==> src/include/psled_defines.svh <==
// constants of the phy status indicator block: clock, hold times, register map
// assumes the includer has the package types available where needed
`ifndef PSLED_DEFINES_SVH
`define PSLED_DEFINES_SVH

`define PSL_CLK_HZ      10000000
`define PSL_STRETCH_MS  50
`define PSL_STRETCH_CYC (`PSL_STRETCH_MS * (`PSL_CLK_HZ / 1000))
`define PSL_QUAL_US     500
`define PSL_QUAL_CYC    (((`PSL_QUAL_US * (`PSL_CLK_HZ / 1000)) + 999) / 1000)
`define PSL_LOSS_MS     100
`define PSL_LOSS_CYC    (`PSL_LOSS_MS * (`PSL_CLK_HZ / 1000))
`define PSL_CNT_W       20
`define PSL_QCNT_W      13
`define PSL_LP_NEED     3'h7

`define PSL_IDX_PCS     8'h16
`define PSL_IDX_CTL     8'h19
`define PSL_IDX_STAT    8'h1a
`define PSL_CTL_TXMAP   7
`define PSL_CTL_DUPSEL  6
`define PSL_PCS_CIS     4
`define PSL_CTL_RST_HI  2'h1

`define PSL_COL         0
`define PSL_TX          1
`define PSL_RX          2
`define PSL_LINK        3
`define PSL_FDP         4

`endif

==> src/include/psled_pkg.sv <==
// types shared by the phy status indicator block
// assumes nothing beyond a SystemVerilog compiler
package psled_pkg;
	typedef enum logic [1:0] {
		PSLED_DOWN = 2'b00,
		PSLED_QUAL = 2'b01,
		PSLED_UP   = 2'b11
	} psled_link_t;

	typedef struct packed {
		logic [7:0] addr;
		logic [7:0] wdata;
		logic       we;
		logic       re;
	} psled_bus_t;

	typedef struct packed {
		logic speed_10;
		logic full_duplex;
		logic aui;
		logic fx;
	} psled_mode_t;

	typedef struct packed {
		logic collision;
		logic heartbeat;
		logic tx_act;
		logic rx_act;
		logic link_pulse;
		logic valid_pkt;
		logic sig_detect;
		logic cipher_sync;
		logic fx_sig_detect;
		logic polarity_inv;
		logic carrier_integrity;
	} psled_evt_t;
endpackage : psled_pkg

==> src/rtl/psled_top.sv <==
// status indicator driver of a 10/100 ethernet phy: five indicators, speed pin
// assumes all inputs synchronous to clk_in; strap levels valid while srst_in is high
//
// How it works
// - strap low gives active high, high gives low
// - collision shown in half duplex, both speeds
// - collision never shown in full duplex
// - heartbeat after transmit lights collision at 10M
// - collision held about 50 ms
// - transmit activity shown at both speeds
// - remap bit shows carrier integrity on transmit
// - transmit held about 50 ms
// - any receive activity shown
// - receive held about 50 ms
// - 100TX link after 500 us detect plus sync
// - 100TX link held by detect, drops at once
// - 10M link on seven pulses or packet
// - 10M link drops when loss timer expires
// - fiber link after 500 us external detect
// - AUI holds link indicator on
// - duplex select picks duplex or polarity
// - polarity inversion corrected and indicated at 10M only
// - speed pin high at 10M, low 100M
// - straps captured into control low bits
`timescale 1ns/100ps
`default_nettype none
`include "psled_defines.svh"

module psled_top
#(
	parameter int unsigned STRETCH_CYC = `PSL_STRETCH_CYC,
	parameter int unsigned QUAL_CYC    = `PSL_QUAL_CYC,
	parameter int unsigned LOSS_CYC    = `PSL_LOSS_CYC
)
(
	// clock and reset
	input  wire logic                  clk_in,
	input  wire logic                  srst_in,
	// register port
	input  wire psled_pkg::psled_bus_t bus_in,
	output logic [7:0]                 rd_data_out,
	// line state
	input  wire psled_pkg::psled_mode_t mode_in,
	input  wire psled_pkg::psled_evt_t  evt_in,
	input  wire logic [4:0]            address_strap_in,
	// indicator pins
	output logic                       collision_indicator_out,
	output logic                       transmit_indicator_out,
	output logic                       receive_indicator_out,
	output logic                       link_indicator_out,
	output logic                       duplex_polarity_indicator_out,
	output logic                       indicator_oe_out,
	output logic                       low_speed_output_out,
	output logic                       rx_polarity_flip_out
);
	import psled_pkg::*;

	typedef struct packed {
		logic [4:0]            strap;
		logic                  tx_remap;
		logic                  dup_sel;
		logic [`PSL_CNT_W-1:0] col_cnt;
		logic [`PSL_CNT_W-1:0] tx_cnt;
		logic [`PSL_CNT_W-1:0] rx_cnt;
		logic [`PSL_QCNT_W-1:0] qual_cnt;
		logic [`PSL_CNT_W-1:0] loss_cnt;
		logic [2:0]            lp_cnt;
		psled_link_t           lstate;
		logic [4:0]            act;
		logic [4:0]            pin;
		logic                  oe;
		logic                  speed;
		logic                  pol_flip;
		logic [7:0]            rdata;
	} psled_state_t;

	localparam logic [`PSL_CNT_W-1:0]  HOLD = STRETCH_CYC[`PSL_CNT_W-1:0];
	localparam logic [`PSL_QCNT_W-1:0] QEND = QUAL_CYC[`PSL_QCNT_W-1:0] - 1'b1;
	localparam logic [`PSL_CNT_W-1:0]  LOSS = LOSS_CYC[`PSL_CNT_W-1:0];

	psled_state_t st_r;
	psled_state_t st_nxt;

	// retriggerable hold counter: an event reloads, otherwise count down to zero
	function automatic logic [`PSL_CNT_W-1:0] stretch
	(
		input logic [`PSL_CNT_W-1:0] cnt,
		input logic                  ev
	);
		if (ev)
			return HOLD;
		else if (cnt != '0)
			return cnt - 1'b1;
		else
			return '0;
	endfunction : stretch

	function automatic logic [7:0] byte_addr
	(
		input logic [7:0] idx
	);
		return {idx[5:0], 2'b00};
	endfunction : byte_addr

	logic       col_ev;
	logic       tx_ev;
	logic       rx_ev;
	logic       lp_ev;
	logic       qual_ok;
	logic       hold_ok;
	logic       link_on;
	logic       is_10t;
	logic [7:0] ctl_val;
	logic [7:0] pcs_val;
	logic [7:0] stat_val;

	always_comb
	begin
		st_nxt   = st_r;
		col_ev   = ~mode_in.full_duplex &
		           (evt_in.collision | (mode_in.speed_10 & evt_in.heartbeat));
		tx_ev    = evt_in.tx_act;
		rx_ev    = evt_in.rx_act;
		lp_ev    = evt_in.link_pulse | evt_in.valid_pkt;
		is_10t   = mode_in.speed_10 & ~mode_in.aui;
		// fiber qualifies on the external detect alone, twisted pair also needs sync
		qual_ok  = mode_in.fx ? evt_in.fx_sig_detect
		                      : (evt_in.sig_detect & evt_in.cipher_sync);
		hold_ok  = mode_in.fx ? evt_in.fx_sig_detect : evt_in.sig_detect;
		ctl_val  = {st_r.tx_remap, st_r.dup_sel, 1'b0, st_r.strap};
		pcs_val  = 8'h00;
		pcs_val[`PSL_PCS_CIS] = evt_in.carrier_integrity;
		stat_val = {1'b0, st_r.lstate, st_r.act};

		// hold counters
		st_nxt.col_cnt = stretch(st_r.col_cnt, col_ev);
		if (mode_in.full_duplex)
			st_nxt.col_cnt = '0;
		st_nxt.tx_cnt  = stretch(st_r.tx_cnt, tx_ev);
		st_nxt.rx_cnt  = stretch(st_r.rx_cnt, rx_ev);

		// 10M loss timer restarts on every pulse or packet
		if (lp_ev)
			st_nxt.loss_cnt = LOSS;
		else if (st_r.loss_cnt != '0)
			st_nxt.loss_cnt = st_r.loss_cnt - 1'b1;

		// link qualification
		if (is_10t)
		begin
			st_nxt.qual_cnt = '0;
			case (st_r.lstate)
				PSLED_UP:
				begin
					if (st_r.loss_cnt == '0 && !lp_ev)
					begin
						st_nxt.lstate = PSLED_DOWN;
						st_nxt.lp_cnt = '0;
					end
				end
				default:
				begin
					// a gap longer than the loss time breaks the pulse run
					if (st_r.loss_cnt == '0 && !lp_ev)
						st_nxt.lp_cnt = '0;
					if (evt_in.valid_pkt ||
					    (evt_in.link_pulse && st_r.lp_cnt == `PSL_LP_NEED - 3'h1))
					begin
						st_nxt.lstate = PSLED_UP;
						st_nxt.lp_cnt = '0;
					end
					else if (evt_in.link_pulse)
					begin
						st_nxt.lstate = PSLED_QUAL;
						st_nxt.lp_cnt = st_r.lp_cnt + 3'h1;
					end
				end
			endcase
		end
		else
		begin
			st_nxt.lp_cnt = '0;
			case (st_r.lstate)
				PSLED_DOWN:
				begin
					st_nxt.qual_cnt = '0;
					if (qual_ok)
						st_nxt.lstate = PSLED_QUAL;
				end
				PSLED_QUAL:
				begin
					if (!qual_ok)
					begin
						st_nxt.lstate   = PSLED_DOWN;
						st_nxt.qual_cnt = '0;
					end
					else if (st_r.qual_cnt >= QEND)
						st_nxt.lstate = PSLED_UP;
					else
						st_nxt.qual_cnt = st_r.qual_cnt + 1'b1;
				end
				PSLED_UP:
				begin
					// sync is no longer looked at once up
					if (!hold_ok)
					begin
						st_nxt.lstate   = PSLED_DOWN;
						st_nxt.qual_cnt = '0;
					end
				end
				default:
				begin
					st_nxt.lstate   = PSLED_DOWN;
					st_nxt.qual_cnt = '0;
				end
			endcase
		end

		link_on = mode_in.aui | (st_r.lstate == PSLED_UP);

		// indicator meaning, then pin level by strap
		st_nxt.act[`PSL_COL]  = ~mode_in.full_duplex & (st_r.col_cnt != '0);
		st_nxt.act[`PSL_TX]   = st_r.tx_remap ? evt_in.carrier_integrity
		                                      : (st_r.tx_cnt != '0);
		st_nxt.act[`PSL_RX]   = st_r.rx_cnt != '0;
		st_nxt.act[`PSL_LINK] = link_on;
		st_nxt.act[`PSL_FDP]  = st_r.dup_sel ? mode_in.full_duplex
		                       : (mode_in.speed_10 & evt_in.polarity_inv);
		st_nxt.pin      = st_nxt.act ^ st_r.strap;
		st_nxt.oe       = 1'b1;
		st_nxt.speed    = mode_in.speed_10;
		// the receive path inverts its data while this is high
		st_nxt.pol_flip = mode_in.speed_10 & evt_in.polarity_inv;

		// register port; read data valid only in the cycle after the strobe
		st_nxt.rdata = 8'h00;
		if (bus_in.re)
		begin
			if (bus_in.addr == byte_addr(`PSL_IDX_CTL))
				st_nxt.rdata = ctl_val;
			else if (bus_in.addr == byte_addr(`PSL_IDX_PCS))
				st_nxt.rdata = pcs_val;
			else if (bus_in.addr == byte_addr(`PSL_IDX_STAT))
				st_nxt.rdata = stat_val;
		end
		// strap bits are read only, software may only move the two mode bits
		if (bus_in.we && bus_in.addr == byte_addr(`PSL_IDX_CTL))
		begin
			st_nxt.tx_remap = bus_in.wdata[`PSL_CTL_TXMAP];
			st_nxt.dup_sel  = bus_in.wdata[`PSL_CTL_DUPSEL];
		end

		if (srst_in)
		begin
			st_nxt          = '0;
			// pins are strap inputs during reset, so drivers stay off
			st_nxt.strap    = address_strap_in;
			st_nxt.tx_remap = 1'(`PSL_CTL_RST_HI >> 1);
			st_nxt.dup_sel  = 1'(`PSL_CTL_RST_HI & 2'h1);
			st_nxt.lstate   = PSLED_DOWN;
		end
	end

	always_ff @(posedge clk_in)
	begin
		st_r <= st_nxt;
	end

	assign rd_data_out                   = st_r.rdata;
	assign collision_indicator_out       = st_r.pin[`PSL_COL];
	assign transmit_indicator_out        = st_r.pin[`PSL_TX];
	assign receive_indicator_out         = st_r.pin[`PSL_RX];
	assign link_indicator_out            = st_r.pin[`PSL_LINK];
	assign duplex_polarity_indicator_out = st_r.pin[`PSL_FDP];
	assign indicator_oe_out              = st_r.oe;
	assign low_speed_output_out          = st_r.speed;
	assign rx_polarity_flip_out          = st_r.pol_flip;
endmodule : psled_top

`default_nettype wire

==> config.mk <==
export PLATFORM = sky130hd
export DESIGN_NAME = psled_top
export DESIGN_NICKNAME = d
export VERILOG_FILES = /design/src/include/psled_pkg.sv /design/src/rtl/psled_top.sv
export VERILOG_INCLUDE_DIRS = /design/src /design/src/include
export SDC_FILE = /design/constraint.sdc
export NUM_CORES = 1
export LEC_CHECK = 0
export BUFFER_PORTS_ARGS = -buffer_cell sky130_fd_sc_hd__clkbuf_2
export CAP_MARGIN = 10
export CORE_MARGIN = 10
export CORE_UTILIZATION = 46
export DETAILED_ROUTE_END_ITERATION = 6
export PLACE_DENSITY = 0.72
export SLEW_MARGIN = 40
export SYNTH_ARGS = -nofsm -noshare
export SYNTH_HDL_FRONTEND = slang
export SYNTH_SLANG_ARGS = --single-unit
==> constraint.sdc <==
create_clock -name clk_in -period 2.4 [get_ports clk_in]
set_input_delay 0.12 -clock clk_in [delete_from_list [all_inputs] [get_ports clk_in]]
set_output_delay 0.12 -clock clk_in [all_outputs]
set_load 0.01 [all_outputs]
Yosys cells after proc, flatten, opt, wreduce, memory -nomap -nowiden
Index checks and enable logic that the tools add are counted.

word-level totals
  register bits = 126
  input port bits = 40

cells by class
  multiplexer cells = 32
  eq/ne operators = 14
  magnitude comparators = 1
  $add $sub $neg = 6
  reduce and logical (&&, ||, !) cells = 25
  bitwise logic cells = 18

operator list
  kind                   count
  $mux 19                6
  $reduce_bool 20->1     4
  $sub 20x1->20 const B  4
  $mux 20                2
  $mux 13                3
  $pmux 13 s2            1
  $eq 8x7->1 const B     3
  $logic_not 20->1       1
  $mux 5                 4
  $mux 8                 2
  $mux 7                 2
  $add 13x1->13 const B  1
  $ge 13x13->1 const B   1
  $ne 3x3->1 const B     4
  $mux 11                1
  $mux 2                 5
  $reduce_or 2->1        5
  $not 1->1              8
  $and 1x1->1            6
  $pmux 2 s3             1
  $reduce_or 3->1        2
  $reduce_and 5->1       1
  $reduce_or 5->1        1
  $xor 5x5->5            1
  18 further kinds       27

Depth between registers and ports, before layout
Gate-level depths: netlist of run 1.

  depth in word-level cells = 8
  depth in mapped cells = 9
  gate-level depth less buffers = 8

Least setup slack after synthesis of run 1
Ideal clock, no wire load.

  path type = reg-to-reg
  from = register st_r[104] (netlist name)
  to = register st_r[111] (netlist name)
  path slack = 0.324 ns
  arrival time = 1.961 ns
  required time = 2.285 ns
  stages on the path, launching flop included = 7
  library setup time = 0.115 ns
  path buffers = 1
  clock period less this slack = 2.076 ns
  cells stage by stage = dfxtp_1 -> or4_4 -> or3_1 -> buf_2 -> or4_4 -> xor2_1 -> nor2_2

between the ends
  word-level cells in the longest chain between the ends = 3
  elaborated cells between the ends (all ways) = 4

ends and longest elaborated chain
  item                                                   line              source
  start, declared                                        psled_top.sv:81   psled_state_t st_r;
  start signal, assigned                                 psled_top.sv:266  st_r <= st_nxt;
  branches (longest 3 deep; another with $sub 20x1->20)  --

Several ways; the timed one is not identified.
A chain may end at the register's enable or synchronous reset.

Worst setup path in the final report of run 1
  from = register st_r[106] (netlist name)
  to = register st_r[111] (netlist name)

Same word-level chain as after synthesis.

==> impl_metrics.yaml, run 1 <==
run_status:
  outcome: "finished, final reports clean"
yosys:
  syn-num-nets: 702
  synth_ff_type: "dfxtp_1"
  netlist_instances: 651
  synthArstFlopShare_pct: 0
  yosys.area.top_type: "dfxtp_1"
  avgSynthCellArea_um2: 8.833
  yosysTopAreaCellShare_pct: 42.12
  synthesis.area_um2: 5751
  seq_area_frac_synth_pct: 44.73
  synth-seq-cells: 126
  synth_area_leaders: "dfxtp_1 42%, nor2_1 6.4%, xor2_1 5.8%"
  synth_edf_count: 5
  synth.distinct_cells: 58
  synth_warnings: 0
sta:
  fin_crit_ns: 2.174
  fin_worst_skew_ns: 0.01136
  fin_ws_ns: 0.2257
  fin_tns_setup_ns: 0
  max_freq_mhz: 459.9
  rsz0062_at_grt: "no"
  setup_viol: 0
  fin_crit_sh_pct: 90.59
  drv_slew: 0
  slew_headroom_pct: 48.94
  finalHoldViolCount: 0
  worst_pin_slew_ns: 0.7556
global_route:
  grt_max_degree: 21
  grt_use_total_pct: 15.06
  grt_pass1_wl_um: 22000
  grt_antenna_before_repair: 0
  overflow: 0
  first_global_vias: 4798
clock_tree:
  clk_latency_ns: 0.42
  cts_buffers: 17
  clk_pin_slew_worst_paths_ns: 0.06
  root_buffer: "clkbuf_16"
  clkSinkCount: 126
  postCtsSetupBuffers: 0
  htree_levels: 4
  cts_max_path_buffers: 2
  cts_tree: "yes"
critical_path:
  path_max_fanout: 7
  cp.required_ns: 2.72
  critPathLaunch: "st_r[106]"
  crit_top_cell: "or4_4"
  crit_chain: "or4_4, or3_1, or4_4, xor2_1, nor2_2"
  cp_num_buf_inv: 0
  worst_setup_path_start_kind: "flop"
  cp_slowest_stage_delay_ns: 0.56
  worstSetupPathType: "reg -> reg"
  endpoint_kind: "flop"
  worstPathArrival_ns: 2.49
  critPathTopFamily: "simple AND/OR/NAND/NOR gates"
  r2r-start: "st_r[106]"
  cp_slowest_cell: "or4_4"
power:
  ir_worst_vdd_uv: 767.3
  total_power_mw: 5.746
  leakage_nw: 2.672
  powerDensity_nw_per_um2: 832.6
die:
  die_w_um: 131.8
  core_area_um2: 12110
  initial_core_util_pct: 47.48
  io-pin-count: 56
  die_h_um: 131.8
  rows: 40
  die_area_um2: 17370
placement:
  gp_congestion: 0.8539
  io_buffers: 49
  place.detailed.hpwl_um: 9360
  place_ws_ns: 0.1105
job:
  timing.max_cap.violations: 0
min_path:
  min_path_type: "in -> reg"
  min_from: "bus_in[12]"
finish:
  n_antenna_cell: 0
  layout_commonest_cell: "dfxtp_1"
  final_cell_mix: "121 x dfxtp_1, 98 x nor2_1, 49 x clkbuf_2"
  drive_above_1_share_pct: 15.65
  nets: 773
  areaGrowthSynthToFinish_pct: 20.02
detailed_routing:
  via_count: 4840
  via_per_inst: 5.360
  wl_per_cell_um: 14.31
  postRouteAntennaNets: 0
  finalWirelength_um: 12920
  first_iter_violations: 401
  drcViolationCount: 0
  drt_first_pass_iters: 6
-- final timing paths --
kind / cells past startpoint / slack, ns / endpoint
setup / recovery: 5 / 0.23 / st_r[111]
hold / removal: 4 / 0.03 / rd_data_out[4]
setup reg to reg: 5 / 0.23 / st_r[111]
hold reg to reg: 1 / 0.43 / st_r[79]
-- report_power, final --
| part | switching (mW) | internal [mW] | leakage [nW] |
|---|---|---|---|
| Combinational | 0.497 | 0.426 | 1.36 |
| Sequential | 0.129 | 2.25 | 1.04 |
| Clock | 0.981 | 1.47 | 0.270 |
-- sequential cells by signal, summed over array words and instances, names as in the netlist --
signal and flops:
indicator_oe_out 1, receive_indicator_out 1, duplex_polarity_indicator_out 1, collision_indicator_out 1, link_indicator_out 1, rd_data_out 8
ctl_val 7, low_speed_output_out 1, rx_polarity_flip_out 1, st_r 103, transmit_indicator_out 1
-- cell type report --
cell class / count / area (um^2)
clock buffers: 18 / 439.2
clock inverters: 14 / 135.1
fillers: 1061 / 5210
inverters: 20 / 75.07
multi-input cells: 480 / 2989
flip-flops and latches: 126 / 2572
well taps: 168 / 210.2
repair buffers: 77 / 480.5
-- worst min-delay path, cell delays in order --
cell      delay [ns]
clkbuf_2        0.09
nor4b_1         0.07
nand2_1         0.06
a21oi_1         0.06
-- cells by family (layout without fill, tap and decap cells) --
kind of cell | Yosys count | in the layout | share of synthesized area [%]
AO/OA/AOI/OAI | 120 | 120 | 13.10
adder cells (fa/ha/maj) | 11 | 11 | 2.393
XOR/XNOR | 73 | 73 | 11.12
buffers and inverters | 45 | 129 | 3.590
flip-flops | 126 | 126 | 44.73
AND/OR/NAND/NOR | 274 | 274 | 24.72
multiplexers | 2 | 2 | 0.3481
-- synthesized netlist by cell type (all sizes together) (4+ instances only) --
master,count
edfxtp,5
nand2,34
xnor2,35
inv,19
or3,10
xor2,38
a311oi,5
nor4,20
nand3,19
o21ai,31
o31ai,5
a22o,4
nor3,16
and3,9
nand4,8
a211oi,6
nor4b,6
nor2b,4
ha,11
nor2,99
a21oi,38
buf,13
o211ai,11
nand2b,10
clkbuf,12
or2,5
dfxtp,121
or4,13
and2,6
-- metrics by stage --
step / area (um^2) / utilization (%) / hold slack (ns) / std cells
after floorplan: 5751 / - / 0.2189 / 651
after global placement: 6210 / 51.27 / 0.2989 / 861
after detailed placement: 6210 / 51.27 / 0.3044 / 861
after CTS: 6884 / 56.84 / 0.009581 / 903
after global routing: 6902 / 56.98 / 0.02881 / 903
final: 6902 / 56.98 / 0.02813 / 903
-- repair_timing --
item                                    in CTS  in global routing
hold buffers                                10                  0
endpoints found under the hold margin       11                  0
gates resized for setup                      0                  2
endpoints found under the setup margin       0                  5
-- layer usage --
layer  global-route usage [%]  share of wire, %  up-vias
met5                        0                 0        -
met4                    5.933               2.0        0
met3                    4.916               3.7       22
met2                    26.29                51       83
met1                    16.54                43     2284
li1                         -                 -     2451
No activity file was read; power rests on OpenSTA's default activity.
==> inputs of run 2 (changes only) <==
--- a/config.mk
+++ b/config.mk
@@ -11,7 +11,8 @@
 export CORE_MARGIN = 10
 export CORE_UTILIZATION = 46
 export DETAILED_ROUTE_END_ITERATION = 6
-export PLACE_DENSITY = 0.72
+export GPL_TIMING_DRIVEN = 0
+export PLACE_DENSITY = 0.67
 export SLEW_MARGIN = 40
 export SYNTH_ARGS = -nofsm -noshare
 export SYNTH_HDL_FRONTEND = slang
==> impl_metrics.yaml, run 2 (synthesized netlist as in run 1, its figures left out) <==
placement:
  gp_congestion: 0.8398
  io_buffers: 49
  place_inst: 868
  place.detailed.hpwl_um: 9652
finish:
  largest_register: "st_r"
  largest_reg_flops: 103
  areaGrowthSynthToFinish_pct: 22.85
  layout_commonest_cell: "dfxtp_1"
  stdcell_count: 911
  final_util_pct: 58.33
  n_antenna_cell: 0
  nets: 781
  drive_above_1_share_pct: 16.15
  final_cell_mix: "121 x dfxtp_1, 98 x nor2_1, 49 x clkbuf_2"
die:
  core_area_um2: 12110
  die_w_um: 131.8
  io-pin-count: 56
  initial_core_util_pct: 47.48
  rows: 40
  die_area_um2: 17370
  die_h_um: 131.8
sta:
  fin_worst_skew_ns: 0.006799
  slew_headroom_pct: 44.98
  finalHoldViolCount: 0
  whs_ns: 0.01028
  fin_tns_setup_ns: 0
  worst_pin_slew_ns: 0.8138
  rsz0062_at_grt: "no"
  fin_crit_ns: 2.196
  drv_slew: 0
  max_freq_mhz: 455.3
  setup_viol: 0
  fin_crit_sh_pct: 91.52
critical_path:
  cp.required_ns: 2.70
  cp_slowest_stage_delay_ns: 0.63
  cp_slowest_cell: "or4_1"
  worstSetupPathType: "reg -> reg"
  endpoint_kind: "flop"
  crit_chain: "or4_1, nor4b_2, nand3_2, nand3_1, buf_2, nor2_1"
  path_max_fanout: 10
  worstPathArrival_ns: 2.50
  worst_setup_path_start_kind: "flop"
detailed_routing:
  first_iter_violations: 317
  drcViolationCount: 0
  drt_first_pass_iters: 5
  finalWirelength_um: 13580
  via_count: 4972
  postRouteAntennaNets: 0
  wl_per_cell_um: 14.90
  via_per_inst: 5.458
job:
  timing.max_cap.violations: 0
clock_tree:
  clk_pin_slew_worst_paths_ns: 0.06
  cts_max_path_buffers: 2
  htree_levels: 4
  root_buffer: "clkbuf_16"
  cts_tree: "yes"
  cts_buffers: 17
  clkSinkCount: 126
  clk_latency_ns: 0.42
run_status:
  outcome: "finished, final reports clean"
power:
  ir_worst_vdd_uv: 570.1
  leakage_nw: 2.733
  total_power_mw: 6.172
  powerDensity_nw_per_um2: 873.7
global_route:
  first_global_vias: 4953
  grt_use_total_pct: 15.69
  grt_max_degree: 17
  grt_antenna_before_repair: 0
  grt_pass1_wl_um: 22890
  overflow: 0
min_path:
  min_path_type: "in -> reg"
-- run 2: changes by cell type in the layout (fill, tap and decap cells not counted), sizes merged --
cell,change
clkbuf,+10
bufinv,+4
clkinv,-1
clkinvlp,-3
inv,+1
buf,-3
-- run 2: where the power goes --
| group | switching (mW) | leakage (nW) | internal [mW] |
|---|---|---|---|
| Clock | 0.989 | 0.319 | 1.86 |
| Combinational | 0.512 | 1.37 | 0.424 |
| Sequential | 0.138 | 1.04 | 2.25 |
-- run 2: metrics by stage --
stage	area [um^2]	setup slack (ns)
after detailed placement	6216	-0.1370
after global placement	6206	-0.06047
after global routing	7064	0.008590
after CTS	7002	0.004734
after floorplan	5751	0.3243
final	7064	0.2036
-- run 2: path summary, 6_finish.rpt --
kind / start / to / slack (ns) / cells after the start
max: st_r[84] / st_r[93] / 0.20 / 6
min: bus_in[14] / rd_data_out[1] / 0.01 / 4
max reg2reg: st_r[84] / st_r[93] / 0.20 / 6
min reg2reg: st_r[18] / rd_data_out[2] / 0.44 / 1
-- run 2: critical path: cells and delay by family (launching register included) --
| kind | cells | cell delay (ns) |
|---|---|---|
| DFF | 1 | 0.34 |
| and+or+nand+nor | 5 | 1.46 |
| buffers and inverters | 1 | 0.28 |
-- run 2: area by class of cell --
type | instances | area, um^2
buffer | 24 | 127.6
clock buffer | 17 | 425.4
clock inverter | 15 | 232.7
fill | 1055 | 5047
inverter | 20 | 75.07
multi-input combinational | 480 | 3060
sequential | 126 | 2572
tap | 168 | 210.2
timing repair buffer | 61 | 360.3
-- run 2: repair_timing --
item | in CTS | in global routing
pin swaps | 0 | 0
endpoints found under the hold margin | 11 | 0
setup buffers | 0 | 2
hold buffers | 10 | 0
setup endpoints to repair | 17 | 26
gates resized for setup | 5 | 6
-- run 2: routing by layer --
metal | vias up | GRT usage (%) | routed length, um
met5 | - | 0 | 0
met4 | 0 | 5.810 | 277
met3 | 27 | 4.878 | 515
met2 | 95 | 27.10 | 6835
met1 | 2377 | 17.74 | 5947
li1 | 2473 | - | -
==> inputs of run 3 (changes only) <==
--- a/config.mk
+++ b/config.mk
@@ -6,13 +6,14 @@
 export SDC_FILE = /design/constraint.sdc
 export NUM_CORES = 1
 export LEC_CHECK = 0
+export ABC_AREA = 1
 export BUFFER_PORTS_ARGS = -buffer_cell sky130_fd_sc_hd__clkbuf_2
 export CAP_MARGIN = 10
 export CORE_MARGIN = 10
 export CORE_UTILIZATION = 46
 export DETAILED_ROUTE_END_ITERATION = 6
 export GPL_TIMING_DRIVEN = 0
-export PLACE_DENSITY = 0.67
+export PLACE_DENSITY = 0.66
 export SLEW_MARGIN = 40
 export SYNTH_ARGS = -nofsm -noshare
 export SYNTH_HDL_FRONTEND = slang
==> impl_metrics.yaml, run 3 <==
finish:
  largest_register: "st_r"
  layout_commonest_cell: "nand2_1"
  areaGrowthSynthToFinish_pct: 18.57
  final_cell_mix: "187 x nand2_1, 163 x nor2_1, 121 x dfxtp_1"
  drive_above_1_share_pct: 16.47
  n_fill_cell: 1330
  final_util_pct: 55.64
  finalInstanceArea_um2: 7694
  nets: 1041
  largest_reg_flops: 103
run_status:
  outcome: "finished, final reports clean"
detailed_routing:
  first_iter_violations: 292
  drcViolationCount: 0
  finalWirelength_um: 15240
  postRouteAntennaNets: 0
  wl_per_cell_um: 12.88
  via_per_inst: 4.898
  via_count: 5794
  drt_first_pass_iters: 5
sta:
  fin_tns_setup_ns: 0
  worst_pin_slew_ns: 0.5589
  setup_viol: 0
  slew_headroom_pct: 62.40
  drv_slew: 0
  finalHoldViolCount: 0
  rsz0062_at_grt: "no"
  max_freq_mhz: 505.7
  fin_crit_sh_pct: 82.40
  fin_crit_ns: 1.978
  fin_worst_skew_ns: 0.007762
die:
  initial_core_util_pct: 46.93
  io-pin-count: 56
  die_h_um: 138.8
  rows: 43
  die_area_um2: 19260
  die_w_um: 138.8
  core_area_um2: 13830
global_route:
  grt_pass1_wl_um: 25740
  grt_use_total_pct: 15.92
  grt_max_degree: 17
  overflow: 0
  first_global_vias: 5554
  grt_antenna_before_repair: 1
yosys:
  netlist_instances: 911
  synth_ff_type: "dfxtp_1"
  syn-num-nets: 962
  synth_most_common_cell: "nand2_1"
  synth_warnings: 0
  synth.distinct_cells: 52
  seq_area_frac_synth_pct: 39.65
  yosys-top-cells-count: "187 x nand2_1, 163 x nor2_1, 121 x dfxtp_1, 85 x inv_1, 68 x nand3_1"
  yosys.area.top_type: "dfxtp_1"
  avgSynthCellArea_um2: 7.123
  synth_edf_count: 5
  yosysTopAreaCellShare_pct: 37.33
  synth_area_leaders: "dfxtp_1 37%, nand2_1 11%, nor2_1 9.4%"
  synthArstFlopShare_pct: 0
  synthesis.area_um2: 6489
  synth-seq-cells: 126
critical_path:
  worst_setup_path_start_kind: "flop"
  critPathLaunch: "st_r[59]"
  r2r-start: "st_r[59]"
  crit_end: "st_r[73]"
  cp.required_ns: 2.71
  reg2regPathDepth: 10
  endpoint_kind: "flop"
  r2r_end: "st_r[73]"
  rrSetupSlack_ns: 0.42
  worstSetupPathType: "reg -> reg"
  path_max_fanout: 8
  worstPathArrival_ns: 2.29
clock_tree:
  cts_buffers: 17
  clkSinkCount: 126
  root_buffer: "clkbuf_16"
  clk_latency_ns: 0.42
  postCtsSetupBuffers: 0
  htree_levels: 4
  ctsHoldBuffers: 11
  cts_max_path_buffers: 2
  clk_pin_slew_worst_paths_ns: 0.06
  cts_tree: "yes"
  cts_resized: 0
power:
  powerDensity_nw_per_um2: 797.9
  leakage_nw: 3.502
  ir_worst_vdd_uv: 510.3
job:
  timing.max_cap.violations: 0
placement:
  io_buffers: 49
  gp_congestion: 0.8996
  place.detailed.hpwl_um: 11490
  placed_area_um2: 6959
min_path:
  min_path_type: "in -> reg"
==> run 3: changes by cell type after synthesis, moves of 11 or more <==
cell	previous run	this run
nor4_1	20	2
xor2_1	38	22
a21oi_1	38	55
nand3_1	19	68
inv_1	19	85
nand2_1	34	187
xnor2_1	35	15
nor2_1	98	163
or4_1	11	0
nor2_2	1	20
inv_2	0	12
==> run 3: cells by family after synthesis <==
group / after synthesis / synth area share [%]
AO/OA/AOI/OAI: 102 / 8.890
XOR/XNOR: 37 / 4.994
adder cells (fa/ha/maj): 11 / 2.121
buffers and inverters: 118 / 8.021
flip-flops: 126 / 39.65
multiplexers: 1 / 0.3471
AND/OR/NAND/NOR: 516 / 35.98
==> run 3: worst min path at each step <==
stage                        start          to  slack, ns  cells after the start
3_3_place_gp   address_strap_in[1]  ctl_val[1]       0.33                      1
6_report                 bus_in[1]  ctl_val[7]       0.03                      3
3_5_place_dp   address_strap_in[1]  ctl_val[1]       0.32                      1
5_1_grt                  bus_in[1]  ctl_val[7]       0.03                      3
4_1_cts                  bus_in[1]  ctl_val[7]       0.02                      3
2_1_floorplan  address_strap_in[0]  ctl_val[0]       0.22                      0
==> run 3: critical path, cell delays in order (launching register included) <==
cell and delay (ns):
dfxtp_1 0.29, clkbuf_1 0.21, inv_1 0.16, ha_1 0.18, inv_1 0.07, nor2_1 0.21, nand2_1 0.17, nor3_2 0.21
nand2_1 0.09, xor2_1 0.23, nor2_4 0.04
==> run 3: area by class of cell <==
cell class / count / area [um^2] / share of cell area [%]
Buffer: 20 / 152.6 / 1.984
Tap cell: 180 / 225.2 / 2.927
Timing Repair Buffer: 60 / 355.3 / 4.619
Sequential cell: 126 / 2572 / 33.44
Clock inverter: 5 / 102.6 / 1.334
Inverter: 98 / 367.9 / 4.781
Multi-Input combinational cell: 667 / 3396 / 44.14
Clock buffer: 26 / 519.2 / 6.749
Antenna cell: 1 / 2.502 / 0.03253
==> run 3: power breakdown <==
part	internal, mW	switching [mW]	total (mW)
logic	0.407	0.679	1.09
clock network	1.79	0.900	2.69
registers	2.25	0.115	2.36
==> run 3: through the flow <==
stage / setup WS, ns / instances / hold WS (ns) / power, mW
detailed placement: 0.4345 / 1140 / 0.3235 / 3.470
global placement: 0.4384 / 1140 / 0.3320 / 3.457
floorplan: 0.7248 / 911 / 0.2189 / 3.223
CTS: 0.4033 / 1182 / 0.01983 / 6.182
global route: 0.1851 / 1182 / 0.03189 / 6.451
finish: 0.4224 / 1183 / 0.02625 / 6.139
==> run 3: layer usage <==
layer | wire length [um] | track usage, % | vias to the layer above
met5 | 0 | 0 | -
met4 | 298 | 5.931 | 0
met3 | 698 | 4.795 | 24
met2 | 6823 | 25.71 | 95
met1 | 7418 | 19.49 | 2584
li1 | - | - | 3091
